**src/logic/gpio_port_pkg.sv**
```systemverilog
`default_nettype none
package gpio_port_pkg;
  localparam int unsigned ADDR_W = 5;
  localparam int unsigned PINS   = 8;

  // byte offsets of the register words
  localparam logic [ADDR_W-1:0] OFS_PORT   = 5'h00;
  localparam logic [ADDR_W-1:0] OFS_DIR    = 5'h04;
  localparam logic [ADDR_W-1:0] OFS_CTRL   = 5'h08;
  localparam logic [ADDR_W-1:0] OFS_BITOP  = 5'h0C;
  localparam logic [ADDR_W-1:0] OFS_STATUS = 5'h10;
  localparam logic [ADDR_W-1:0] OFS_MASK   = 5'h14;

  // reset values
  localparam logic [7:0] DIR_RESET   = 8'hFF;
  localparam logic [7:0] LATCH_RESET = 8'h00;

  // pin positions
  localparam int unsigned EXT_PIN   = 0;
  localparam int unsigned PCLK_PIN  = 6;
  localparam int unsigned PDATA_PIN = 7;
  localparam int unsigned CHG_LO    = 4;
  localparam int unsigned CHG_HI    = 7;

  // bit-operation word fields
  localparam int unsigned BITOP_IDX_LO = 0;
  localparam int unsigned BITOP_IDX_HI = 2;
  localparam int unsigned BITOP_VAL    = 3;

  localparam logic [1:0] RESP_OKAY   = 2'h0;
  localparam logic [1:0] RESP_SLVERR = 2'h2;

  typedef struct packed {
    logic edge_rise;
    logic ext_int_sel;
    logic pullup_en;
  } ctrl_t;

  typedef struct packed {
    logic change;
    logic ext;
  } irq_t;

  localparam ctrl_t CTRL_RESET = 3'h0;
  localparam irq_t  IRQ_RESET  = 2'h0;
endpackage
`default_nettype wire

```
**src/logic/bidir_port_b_pins.sv**
```systemverilog
`timescale 1ns/100ps
`default_nettype none
module bidir_port_b_pins (
  input  wire logic                              aclk,
  input  wire logic                              aresetn,
  input  wire logic                              s_axi_awvalid,
  output logic                                   s_axi_awready,
  input  wire logic [gpio_port_pkg::ADDR_W-1:0]  s_axi_awaddr,
  input  wire logic                              s_axi_wvalid,
  output logic                                   s_axi_wready,
  input  wire logic [31:0]                       s_axi_wdata,
  input  wire logic [3:0]                        s_axi_wstrb,
  output logic                                   s_axi_bvalid,
  input  wire logic                              s_axi_bready,
  output logic      [1:0]                        s_axi_bresp,
  input  wire logic                              s_axi_arvalid,
  output logic                                   s_axi_arready,
  input  wire logic [gpio_port_pkg::ADDR_W-1:0]  s_axi_araddr,
  output logic                                   s_axi_rvalid,
  input  wire logic                              s_axi_rready,
  output logic      [31:0]                       s_axi_rdata,
  output logic      [1:0]                        s_axi_rresp,
  input  wire logic [7:0]                        pad_in,
  output logic      [7:0]                        pad_out,
  output logic      [7:0]                        pad_oe,
  output logic      [7:0]                        pad_pullup,
  output logic      [7:0]                        pad_schmitt,
  input  wire logic                              prog_mode_in,
  input  wire logic                              prog_data_drive,
  input  wire logic                              prog_data_oe,
  output logic                                   prog_clock,
  output logic                                   prog_data,
  output logic                                   irq
);

  logic [8:0] sync_all;
  logic [7:0] pins;
  logic       prog;

  pin_sync3 #(.W(9)) u_sync (
    .aclk     (aclk),
    .aresetn  (aresetn),
    .async_in ({prog_mode_in, pad_in}),
    .sync_out (sync_all)
  );
  assign pins = sync_all[7:0];
  assign prog = sync_all[8];

  // register state
  logic [7:0]           latch_q, latch_d;
  logic [7:0]           dir_q, dir_d;
  gpio_port_pkg::ctrl_t ctrl_q, ctrl_d;
  gpio_port_pkg::irq_t  stat_q, stat_d, mask_q, mask_d;
  logic [7:0]           prev_q;
  // bus state
  logic                              aw_full_q, aw_full_d, w_full_q, w_full_d;
  logic [gpio_port_pkg::ADDR_W-1:0]  aw_addr_q, aw_addr_d;
  logic [7:0]                        w_data_q, w_data_d;
  logic                              w_en_q, w_en_d;
  logic                              bvalid_q, bvalid_d, rvalid_q, rvalid_d;
  logic [1:0]                        bresp_q, bresp_d, rresp_q, rresp_d;
  logic [31:0]                       rdata_q, rdata_d;
  logic                              awready_q, awready_d, wready_q, wready_d;
  logic                              arready_q, arready_d;
  // pin side outputs
  logic [7:0] out_q, out_d, oe_q, oe_d, pull_q, pull_d, schm_q, schm_d;
  logic       pclk_q, pclk_d, pdat_q, pdat_d, irq_q, irq_d;

  logic                do_wr;
  logic [2:0]          bit_idx;
  logic [7:0]          rmw;
  gpio_port_pkg::irq_t ev, clr;
  logic                ext_edge;

  always_comb begin
    do_wr   = aw_full_q && w_full_q && !bvalid_q;
    bit_idx = w_data_q[gpio_port_pkg::BITOP_IDX_HI:gpio_port_pkg::BITOP_IDX_LO];
    rmw     = pins;
    rmw[bit_idx] = w_data_q[gpio_port_pkg::BITOP_VAL];
    ext_edge = ctrl_q.edge_rise ? (pins[gpio_port_pkg::EXT_PIN] && !prev_q[gpio_port_pkg::EXT_PIN])
                                : (!pins[gpio_port_pkg::EXT_PIN] && prev_q[gpio_port_pkg::EXT_PIN]);
    ev.ext    = ctrl_q.ext_int_sel && ext_edge;
    ev.change = |((pins[gpio_port_pkg::CHG_HI:gpio_port_pkg::CHG_LO]
                   ^ prev_q[gpio_port_pkg::CHG_HI:gpio_port_pkg::CHG_LO])
                  & dir_q[gpio_port_pkg::CHG_HI:gpio_port_pkg::CHG_LO]);
    clr       = '0;
    latch_d   = latch_q;
    dir_d     = dir_q;
    ctrl_d    = ctrl_q;
    mask_d    = mask_q;
    if (do_wr && w_en_q) begin
      case (aw_addr_q)
        gpio_port_pkg::OFS_PORT:   latch_d = w_data_q;
        gpio_port_pkg::OFS_DIR:    dir_d   = w_data_q;
        gpio_port_pkg::OFS_CTRL:   ctrl_d  = w_data_q[2:0];
        gpio_port_pkg::OFS_BITOP:  latch_d = rmw;
        gpio_port_pkg::OFS_STATUS: clr     = w_data_q[1:0];
        gpio_port_pkg::OFS_MASK:   mask_d  = w_data_q[1:0];
        default:                   ;
      endcase
    end
    // a fresh event beats a clear in the same cycle
    stat_d = (stat_q & ~clr) | ev;
  end

  always_comb begin
    aw_full_d = aw_full_q;
    aw_addr_d = aw_addr_q;
    w_full_d  = w_full_q;
    w_data_d  = w_data_q;
    w_en_d    = w_en_q;
    bvalid_d  = bvalid_q;
    bresp_d   = bresp_q;
    rvalid_d  = rvalid_q;
    rresp_d   = rresp_q;
    rdata_d   = rdata_q;
    if (s_axi_awvalid && awready_q) begin
      aw_full_d = 1'b1;
      aw_addr_d = s_axi_awaddr;
    end
    if (s_axi_wvalid && wready_q) begin
      w_full_d = 1'b1;
      w_data_d = s_axi_wdata[7:0];
      w_en_d   = s_axi_wstrb[0];
    end
    if (do_wr) begin
      aw_full_d = 1'b0;
      w_full_d  = 1'b0;
      bvalid_d  = 1'b1;
      bresp_d   = (aw_addr_q <= gpio_port_pkg::OFS_MASK && aw_addr_q[1:0] == 2'h0)
                  ? gpio_port_pkg::RESP_OKAY : gpio_port_pkg::RESP_SLVERR;
    end else if (bvalid_q && s_axi_bready) begin
      bvalid_d = 1'b0;
    end
    if (s_axi_arvalid && arready_q) begin
      rvalid_d = 1'b1;
      rresp_d  = gpio_port_pkg::RESP_OKAY;
      rdata_d  = 32'h0000_0000;
      case (s_axi_araddr)
        gpio_port_pkg::OFS_PORT:   rdata_d[7:0] = pins;
        gpio_port_pkg::OFS_DIR:    rdata_d[7:0] = dir_q;
        gpio_port_pkg::OFS_CTRL:   rdata_d[2:0] = ctrl_q;
        gpio_port_pkg::OFS_BITOP:  rdata_d[7:0] = latch_q;
        gpio_port_pkg::OFS_STATUS: rdata_d[1:0] = stat_q;
        gpio_port_pkg::OFS_MASK:   rdata_d[1:0] = mask_q;
        default:                   rresp_d      = gpio_port_pkg::RESP_SLVERR;
      endcase
    end else if (rvalid_q && s_axi_rready) begin
      rvalid_d = 1'b0;
    end
    awready_d = !aw_full_d;
    wready_d  = !w_full_d;
    arready_d = !rvalid_d;
  end

  // pin drivers, all registered so the pads see no decode glitches
  always_comb begin
    oe_d   = ~dir_q;
    out_d  = latch_q;
    pull_d = {8{ctrl_q.pullup_en}} & dir_q;
    schm_d = 8'h00;
    schm_d[gpio_port_pkg::EXT_PIN] = ctrl_q.ext_int_sel;
    schm_d[gpio_port_pkg::PCLK_PIN]  = prog;
    schm_d[gpio_port_pkg::PDATA_PIN] = prog;
    pclk_d = prog && pins[gpio_port_pkg::PCLK_PIN];
    pdat_d = prog && pins[gpio_port_pkg::PDATA_PIN];
    if (prog) begin
      // programming logic owns both pins, latches stay untouched
      oe_d[gpio_port_pkg::PCLK_PIN]    = 1'b0;
      pull_d[gpio_port_pkg::PCLK_PIN]  = 1'b0;
      oe_d[gpio_port_pkg::PDATA_PIN]   = prog_data_oe;
      out_d[gpio_port_pkg::PDATA_PIN]  = prog_data_drive;
      pull_d[gpio_port_pkg::PDATA_PIN] = 1'b0;
    end
    irq_d = |(stat_q & mask_q);
  end

  always_ff @(posedge aclk) begin
    if (!aresetn) begin
      latch_q   <= gpio_port_pkg::LATCH_RESET;
      dir_q     <= gpio_port_pkg::DIR_RESET;
      ctrl_q    <= gpio_port_pkg::CTRL_RESET;
      stat_q    <= gpio_port_pkg::IRQ_RESET;
      mask_q    <= gpio_port_pkg::IRQ_RESET;
      prev_q    <= pins; // follows pins in reset, no false change at release
      aw_full_q <= 1'b0;
      aw_addr_q <= '0;
      w_full_q  <= 1'b0;
      w_data_q  <= 8'h00;
      w_en_q    <= 1'b0;
      bvalid_q  <= 1'b0;
      bresp_q   <= gpio_port_pkg::RESP_OKAY;
      rvalid_q  <= 1'b0;
      rresp_q   <= gpio_port_pkg::RESP_OKAY;
      rdata_q   <= 32'h0000_0000;
      awready_q <= 1'b0;
      wready_q  <= 1'b0;
      arready_q <= 1'b0;
      out_q     <= 8'h00;
      oe_q      <= 8'h00;
      pull_q    <= 8'h00;
      schm_q    <= 8'h00;
      pclk_q    <= 1'b0;
      pdat_q    <= 1'b0;
      irq_q     <= 1'b0;
    end else begin
      latch_q   <= latch_d;
      dir_q     <= dir_d;
      ctrl_q    <= ctrl_d;
      stat_q    <= stat_d;
      mask_q    <= mask_d;
      prev_q    <= pins;
      aw_full_q <= aw_full_d;
      aw_addr_q <= aw_addr_d;
      w_full_q  <= w_full_d;
      w_data_q  <= w_data_d;
      w_en_q    <= w_en_d;
      bvalid_q  <= bvalid_d;
      bresp_q   <= bresp_d;
      rvalid_q  <= rvalid_d;
      rresp_q   <= rresp_d;
      rdata_q   <= rdata_d;
      awready_q <= awready_d;
      wready_q  <= wready_d;
      arready_q <= arready_d;
      out_q     <= out_d;
      oe_q      <= oe_d;
      pull_q    <= pull_d;
      schm_q    <= schm_d;
      pclk_q    <= pclk_d;
      pdat_q    <= pdat_d;
      irq_q     <= irq_d;
    end
  end

  assign s_axi_awready = awready_q;
  assign s_axi_wready  = wready_q;
  assign s_axi_bvalid  = bvalid_q;
  assign s_axi_bresp   = bresp_q;
  assign s_axi_arready = arready_q;
  assign s_axi_rvalid  = rvalid_q;
  assign s_axi_rdata   = rdata_q;
  assign s_axi_rresp   = rresp_q;
  assign pad_out       = out_q;
  assign pad_oe        = oe_q;
  assign pad_pullup    = pull_q;
  assign pad_schmitt   = schm_q;
  assign prog_clock    = pclk_q;
  assign prog_data     = pdat_q;
  assign irq           = irq_q;

  logic ar_port;
  assign ar_port = s_axi_arvalid && arready_q && s_axi_araddr == gpio_port_pkg::OFS_PORT;
endmodule
`default_nettype wire

```
**src/logic/pin_sync3.sv**
```systemverilog
`timescale 1ns/100ps
`default_nettype none
module pin_sync3 #(
  parameter int unsigned W = 9
) (
  input  wire logic         aclk,
  input  wire logic         aresetn,
  input  wire logic [W-1:0] async_in,
  output logic      [W-1:0] sync_out
);
  logic [W-1:0] f1_q, f2_q, f3_q, out_q;
  logic [W-1:0] out_d;

  // a change counts only once the second and third stage agree
  always_comb begin
    out_d = out_q;
    for (int i = 0; i < W; i++) begin
      if (f2_q[i] == f3_q[i]) begin
        out_d[i] = f3_q[i];
      end
    end
  end

  // chain runs through reset so release shows the true level, no false edge
  always_ff @(posedge aclk) begin
    f1_q <= async_in;
    f2_q <= f1_q;
    f3_q <= f2_q;
  end

  always_ff @(posedge aclk) begin
    if (!aresetn) begin
      out_q <= f3_q;
    end else begin
      out_q <= out_d;
    end
  end

  assign sync_out = out_q;
endmodule
`default_nettype wire

```
**config.mk**
```make
export PLATFORM = sky130hd
export DESIGN_NAME = bidir_port_b_pins
export DESIGN_NICKNAME = d
export VERILOG_FILES = /design/src/logic/gpio_port_pkg.sv /design/src/logic/bidir_port_b_pins.sv /design/src/logic/pin_sync3.sv
export SDC_FILE = /design/constraint.sdc
export NUM_CORES = 1
export LEC_CHECK = 0
export BUFFER_PORTS_ARGS = -buffer_cell sky130_fd_sc_hd__buf_2
export CORE_AREA = 2 2 110 112
export CTS_BUF_LIST = sky130_fd_sc_hd__clkbuf_16
export DETAILED_ROUTE_END_ITERATION = 8
export DIE_AREA = 0 0 112 114
export MAX_ROUTING_LAYER = met4
export PLACE_DENSITY_LB_ADDON = 0.1
export SETUP_SLACK_MARGIN = 0.5
export SLEW_MARGIN = 10
export SYNTH_ARGS = -nofsm -noshare
export SYNTH_HDL_FRONTEND = slang
export SYNTH_HIERARCHICAL = 1
export SYNTH_SLANG_ARGS = --single-unit
```
**constraint.sdc**
```tcl
create_clock -name aclk -period 1.4 [get_ports aclk]
set_input_delay 0.21 -clock aclk [delete_from_list [all_inputs] [get_ports aclk]]
set_output_delay 0.21 -clock aclk [all_outputs]
set_load 0.03 [all_outputs]
```
==> run_results.csv, run 1 <==
group,metric,value,unit
outcome,status,"completed",
critical_path,startpoint_type,"flop",
place,portBuffers,81,
final_layout,diodes,0,
hold_path,hold_class,"in -> reg",
global_routing,overflow,0,
drt,viasPerCell,4.66,
place,dp_hpwl,7140,um
timing,rsz0062_at_grt,"yes",
logic_synthesis,synthFlopType,"dfxtp_1",
drt,drt-wirelength-per-cell,14.0,um
critical_path,cp_data_arrival_time,1.65,ns
critical_path,path_class,"reg -> reg",
timing,maxSlewViolCount,0,
cts,clockBufferDepth,2,
drt,wl,10300,um
timing,setup_ws,0.0563,ns
logic_synthesis,ys_warn_count,6,
global_routing,antenna_found_initial,0,
power,pwr-share-seq,41.8,%
drt,drtIter0Drc,145,
cts,clock-sinks,124,
cts,clk_latency,0.42,ns
global_routing,grt_max_degree,39,
floorplanning,row_count,40,
timing,period_needed,1.34,ns
timing,tns,0,ns
logic_synthesis,synth.top_cell.area_share,50.7,%
critical_path,end_kind,"flop",
critical_path,worst-path-max-fanout,5,
cts,clk_pin_slew,0.06,ns
power,p_leak,2.88,nW
critical_path,required,1.70,ns
timing,holdWs,0.0260,ns
drt,drt_first_pass_iters,4,
critical_path,slowest_stage,"dfxtp_2",
power,combPwrFrac,8.5,%
floorplanning,fp.dieH,114,um
floorplanning,num_io_pins,140,
logic_synthesis,syn_inst,440,
cts,cts_max_level,4,
logic_synthesis,synth-seq-cells,124,
global_routing,grt_pass1_vias,3388,
timing,period_share,96.0,%
power,p_sw_share,23.2,%
floorplanning,floorplan.initialDensity,38.8,%
timing,hold_viol_final,0,
final_layout,post-route-util,56.6,%
cts,cts.root.buffer_cell,"clkbuf_16",
cts,cts_buffers,17,
logic_synthesis,synth_area,0.00454,mm2
logic_synthesis,yosys.cell_types.count,46,
logic_synthesis,avgSynthCellArea,10.3,um2
floorplanning,core,0.0117,mm2
timing,setup_viol,0,
drt,vias,3430,
place,dp_slack,-0.0622,ns
power,ir_drop,966,uV
final_layout,area_growth,45.9,%
drt,ant_nets,0,
final_layout,nets,640,
global_routing,grt_pass1_wl,16700,um
drt,drc,0,
job,cap_violations,0,
final_layout,drive_gt1_share,43.8,%
power,p_int,7.02,mW
power,netSwitchingPower,2.12,mW
cts,cts_tree,"built",
logic_synthesis,synth_top_cell_by_area,"dfxtp_1",
global_routing,gr-usage-all-layers,17.4,%
floorplanning,dieWidth,112,um
logic_synthesis,synth_area_leaders,"dfxtp_1 51%, edfxtp_1 5.9%, buf_4 5.5%",
logic_synthesis,async_reset_ff_share,0,%
place,place_congestion,0.839,
logic_synthesis,synth_edf_count,9,
timing,clock_skew,0.00661,ns
logic_synthesis,synth.most_common_cell,"dfxtp_1",
logic_synthesis,ys_seq_area_share,56.6,%
logic_synthesis,synthTopCellsByCount,"115 x dfxtp_1, 60 x nand2_1, 33 x buf_4",
critical_path,worstPathCellList,"nor4b_4, buf_6, nand4b_1, buf_4, mux2i_1, nor2_1",
power,powerDensity,1380,mW/mm2
timing,fmax,0.744,GHz
floorplanning,die_area,0.0128,mm2
power,power.share.clock,49.7,%
critical_path,slowest_delay,0.33,ns
layer usage:
| metal | vias to the layer above | global-route usage, % | wire length [um] |
|---|---|---|---|
| li1 | 1737 | - | - |
| met1 | 1596 | 20.3 | 4670 |
| met2 | 82 | 28.5 | 5070 |
| met3 | 15 | 4.73 | 411 |
| met4 | 0 | 7.80 | 171 |
| met5 | - | - | 0 |
kinds of logic after synthesis:
family                    synth area share (%)
AOI/OAI and AO/OA                         9.45
xor gates and xnor gates                  2.70
buffers and inverters                     8.07
DFF                                       56.6
muxes                                     6.80
other                                   0.0825
and+or+nand+nor                           16.3
state kept, by name (all words and copies together), names as in the netlist, 2 cells and up:
signal	cells
pad_schmitt	2
pad_out	8
u_sync/f2_q	9
mask_q	2
pad_oe	8
u_sync/sync_out	9
dir_q	8
u_sync/f1_q	9
aw_addr_q	5
u_sync/f3_q	9
latch_q	8
ctrl_q	3
prev_q	5
pad_pullup	8
w_data_q	8
s_axi_rdata	8
stat_q	2
power groups by stage:
stage          combinational (mW)  clock (mW)  sequential (mW)
6_report                    0.779        4.54             3.82
5_1_grt                     0.841        4.83             3.83
4_1_cts                     0.736        4.63             3.82
3_5_place_dp                0.622           0             3.89
3_3_place_gp                0.617           0             3.88
2_1_floorplan               0.450           0             3.90
through the flow:
step / instances / cell area, um2 / total power, mW
2_1_floorplan: 470 / 4730 / 4.35
3_3_place_gp: 677 / 5210 / 4.50
3_5_place_dp: 677 / 5210 / 4.51
4_1_cts: 731 / 6500 / 9.18
5_1_grt: 736 / 6630 / 9.50
6_report: 736 / 6630 / 9.14
area by class of cell:
class / count / area [um2]
multi-input cells: 288 / 1940
flip-flops and latches: 124 / 2650
well taps: 147 / 184
clock buffers: 17 / 425
clock inverters: 15 / 199
fillers: 1039 / 5080
repair buffers: 140 / 1210
inverters: 5 / 23.8
worst max-delay path: cells and delay by family (launching register included):
family | cells | cell delay [ns]
buffers and inverters | 2 | 0.34
DFF | 1 | 0.33
muxes | 1 | 0.14
and+or+nand+nor | 3 | 0.43
cells in the final DEF (no fill, tap or decap), types with 8 or more instances in the layout:
cell type,synthesis,final
conb_1,1,31
nand2_1,60,54
and2_1,13,11
a21oi_1,25,24
buf_2,8,36
xor2_1,13,13
dlygate4sd3_1,0,9
edfxtp_1,9,9
nor2_1,23,20
o21ai_0,15,9
and3_1,11,9
buf_4,33,36
dfxtp_1,115,64
nand3_1,9,8
mux2i_1,23,23
dfxtp_2,0,47
buf_6,1,58
clkbuf_16,0,17
final timing paths:
| kind | from | slack [ns] | cells after the start | to |
|---|---|---|---|---|
| setup / recovery | aw_addr_q[1] | 0.06 | 6 | ctrl_q[0] |
| hold / removal | s_axi_awaddr[2] | 0.03 | 3 | aw_addr_q[2] |
| setup reg to reg | aw_addr_q[1] | 0.06 | 6 | ctrl_q[0] |
| hold reg to reg | u_sync/f1_q[1] | 0.32 | 0 | u_sync/f2_q[1] |
timing repair:
action / 4_1_cts / 5_1_grt
resized for setup: 165 / 27
buffers inserted: 11 / 5
pin swaps: 18 / 21
hold buffers: 9 / 0
endpoints found under the hold margin: 9 / 0
cloned: 2 / 0
endpoints found under the setup margin: 85 / 94
Power figures use the tool's default switching activity.
==> run 2, diff against run 1 <==
--- a/config.mk
+++ b/config.mk
@@ -7,7 +7,6 @@
 export LEC_CHECK = 0
 export BUFFER_PORTS_ARGS = -buffer_cell sky130_fd_sc_hd__buf_2
 export CORE_AREA = 2 2 110 112
-export CTS_BUF_LIST = sky130_fd_sc_hd__clkbuf_16
 export DETAILED_ROUTE_END_ITERATION = 8
 export DIE_AREA = 0 0 112 114
 export MAX_ROUTING_LAYER = met4
==> run 2 against run 1 <==
Net effect: sequential power is essentially flat; total power grew 0.66%; clock skew is essentially flat; clock power grew 2%; sequential share of layout area shrank 0.060 points.
==> run_results.csv, run 2 (synthesis results as in run 1) <==
group,metric,value,unit
hold_path,holdPathStages,3,
floorplanning,row_count,40,
drt,wl,10300,um
hold_path,min_from,"s_axi_awaddr[2]",
place,place_congestion,0.839,
job,cap_violations,0,
timing,setup_viol,0,
drt,met2_length,5060,um
final_layout,layoutNonFillerInstCount,736,
timing,clock_skew,0.00652,ns
floorplanning,num_io_pins,140,
drt,viasPerCell,4.66,
drt,drtIter0Drc,143,
cts,cts_max_level,4,
critical_path,worst-path-max-fanout,5,
cts,clock-sinks,124,
hold_path,hold_class,"in -> reg",
final_layout,area_growth,46.1,%
power,p_leak,2.89,nW
cts,cts_tree,"built",
drt,vias,3431,
place,dp_cells,677,
timing,fmax,0.744,GHz
critical_path,worstPathCellList,"nor4b_4, buf_6, nand4b_1, buf_4, mux2i_1, nor2_1",
timing,rsz0062_at_grt,"yes",
global_routing,antenna_found_initial,0,
final_layout,post-route-util,56.7,%
timing,hold_viol_final,0,
critical_path,startpoint_type,"flop",
timing,period_needed,1.34,ns
outcome,status,"completed",
cts,cts_buffers,17,
floorplanning,die_area,0.0128,mm2
final_layout,layout_commonest_cell,"dfxtp_1",
drt,wl_met3,400,um
floorplanning,fp.dieH,114,um
global_routing,grt_pass1_wl,16700,um
cts,clk_latency,0.41,ns
critical_path,r2r_start,"aw_addr_q[1]",
critical_path,required,1.70,ns
drt,drc,0,
power,ir_drop,967,uV
critical_path,end_kind,"flop",
critical_path,path_class,"reg -> reg",
critical_path,crit_start,"aw_addr_q[1]",
final_layout,ff_latch_area,0.00265,mm2
timing,maxSlewViolCount,0,
drt,drt-wirelength-per-cell,14.0,um
final_layout,drive_gt1_share,44.0,%
critical_path,slowest_stage,"dfxtp_2",
drt,drt_first_pass_iters,4,
final_layout,diodes,0,
drt,wl_met1,4640,um
final_layout,final_cell_mix,"64 x dfxtp_1, 58 x buf_6, 54 x nand2_1",
floorplanning,core,0.0117,mm2
drt,highest_layer,"met4",
critical_path,slowest_delay,0.33,ns
place,dp_hpwl,7140,um
global_routing,grt_pass1_vias,3385,
final_layout,nets,640,
global_routing,grt_max_degree,39,
final_layout,fillCellCount,1034,
floorplanning,floorplan.initialDensity,38.8,%
timing,period_share,96.0,%
cts,clk_pin_slew,0.06,ns
global_routing,gr-usage-all-layers,17.4,%
final_layout,multiInputGateArea,0.00194,mm2
critical_path,r2r_cells,6,
global_routing,overflow,0,
power,powerDensity,1390,mW/mm2
floorplanning,dieWidth,112,um
critical_path,cp_data_arrival_time,1.65,ns
cts,cts.root.buffer_cell,"clkbuf_16",
drt,ant_nets,0,
cts,clockBufferDepth,2,
place,portBuffers,81,
==> run 2: layout make-up <==
type / instances / share of cell area, %
repair buffers: 140 / 18.3
clock inverters: 13 / 2.88
flip-flops and latches: 124 / 39.9
well taps: 147 / 2.77
inverters: 5 / 0.358
multi-input cells: 288 / 29.2
clock buffers: 19 / 6.67
==> run 2: worst max-delay path, delay by kind of cell (launching register included) <==
kind          cells  cell delay (ns)
flops             1             0.33
mux               1             0.14
buf+inv           2             0.34
simple gates      3             0.43
==> run 2: timing repair <==
item	in CTS	in global routing
cloned	2	0
hold buffers	9	0
buffers inserted	11	5
endpoints found under the setup margin	85	99
endpoints found under the hold margin	9	0
pin swaps	18	21
gates resized for setup	164	28
==> run 2: metrics by stage <==
| stage | setup slack, ns | instance area [um2] | hold slack (ns) | total power [mW] | setup TNS [ns] |
|---|---|---|---|---|---|
| finish | 0.0559 | 6640 | 0.0278 | 9.20 | 0 |
| global route | -0.0403 | 6640 | 0.0262 | 9.57 | -0.259 |
| CTS | 0.0508 | 6510 | 0.0173 | 9.25 | 0 |
| detailed placement | -0.0622 | 5210 | 0.312 | 4.51 | -0.0950 |
| global placement | -0.0835 | 5210 | 0.311 | 4.50 | -0.103 |
| floorplan | 0.113 | 4730 | 0.238 | 4.35 | 0 |
==> run 2: metal layers <==
| metal | global-route usage [%] | up-vias |
|---|---|---|
| met5 | - | - |
| met4 | 7.80 | 0 |
| met3 | 4.73 | 16 |
| met2 | 28.4 | 82 |
| met1 | 20.3 | 1594 |
| li1 | - | 1739 |
==> run 2: worst paths after layout <==
| path | endpoint | slack [ns] |
|---|---|---|
| setup / recovery | ctrl_q[0] | 0.06 |
| hold / removal | aw_addr_q[2] | 0.03 |
| setup reg to reg | ctrl_q[0] | 0.06 |
| hold reg to reg | u_sync/f2_q[1] | 0.32 |
==> run 2: where the power goes <==
| group | internal, mW | leakage [nW] | switching (mW) |
|---|---|---|---|
| Sequential | 3.72 | 1.06 | 0.103 |
| Clock | 3.03 | 0.300 | 1.57 |
| Combinational | 0.338 | 1.53 | 0.440 |
| Total | 7.09 | 2.89 | 2.12 |
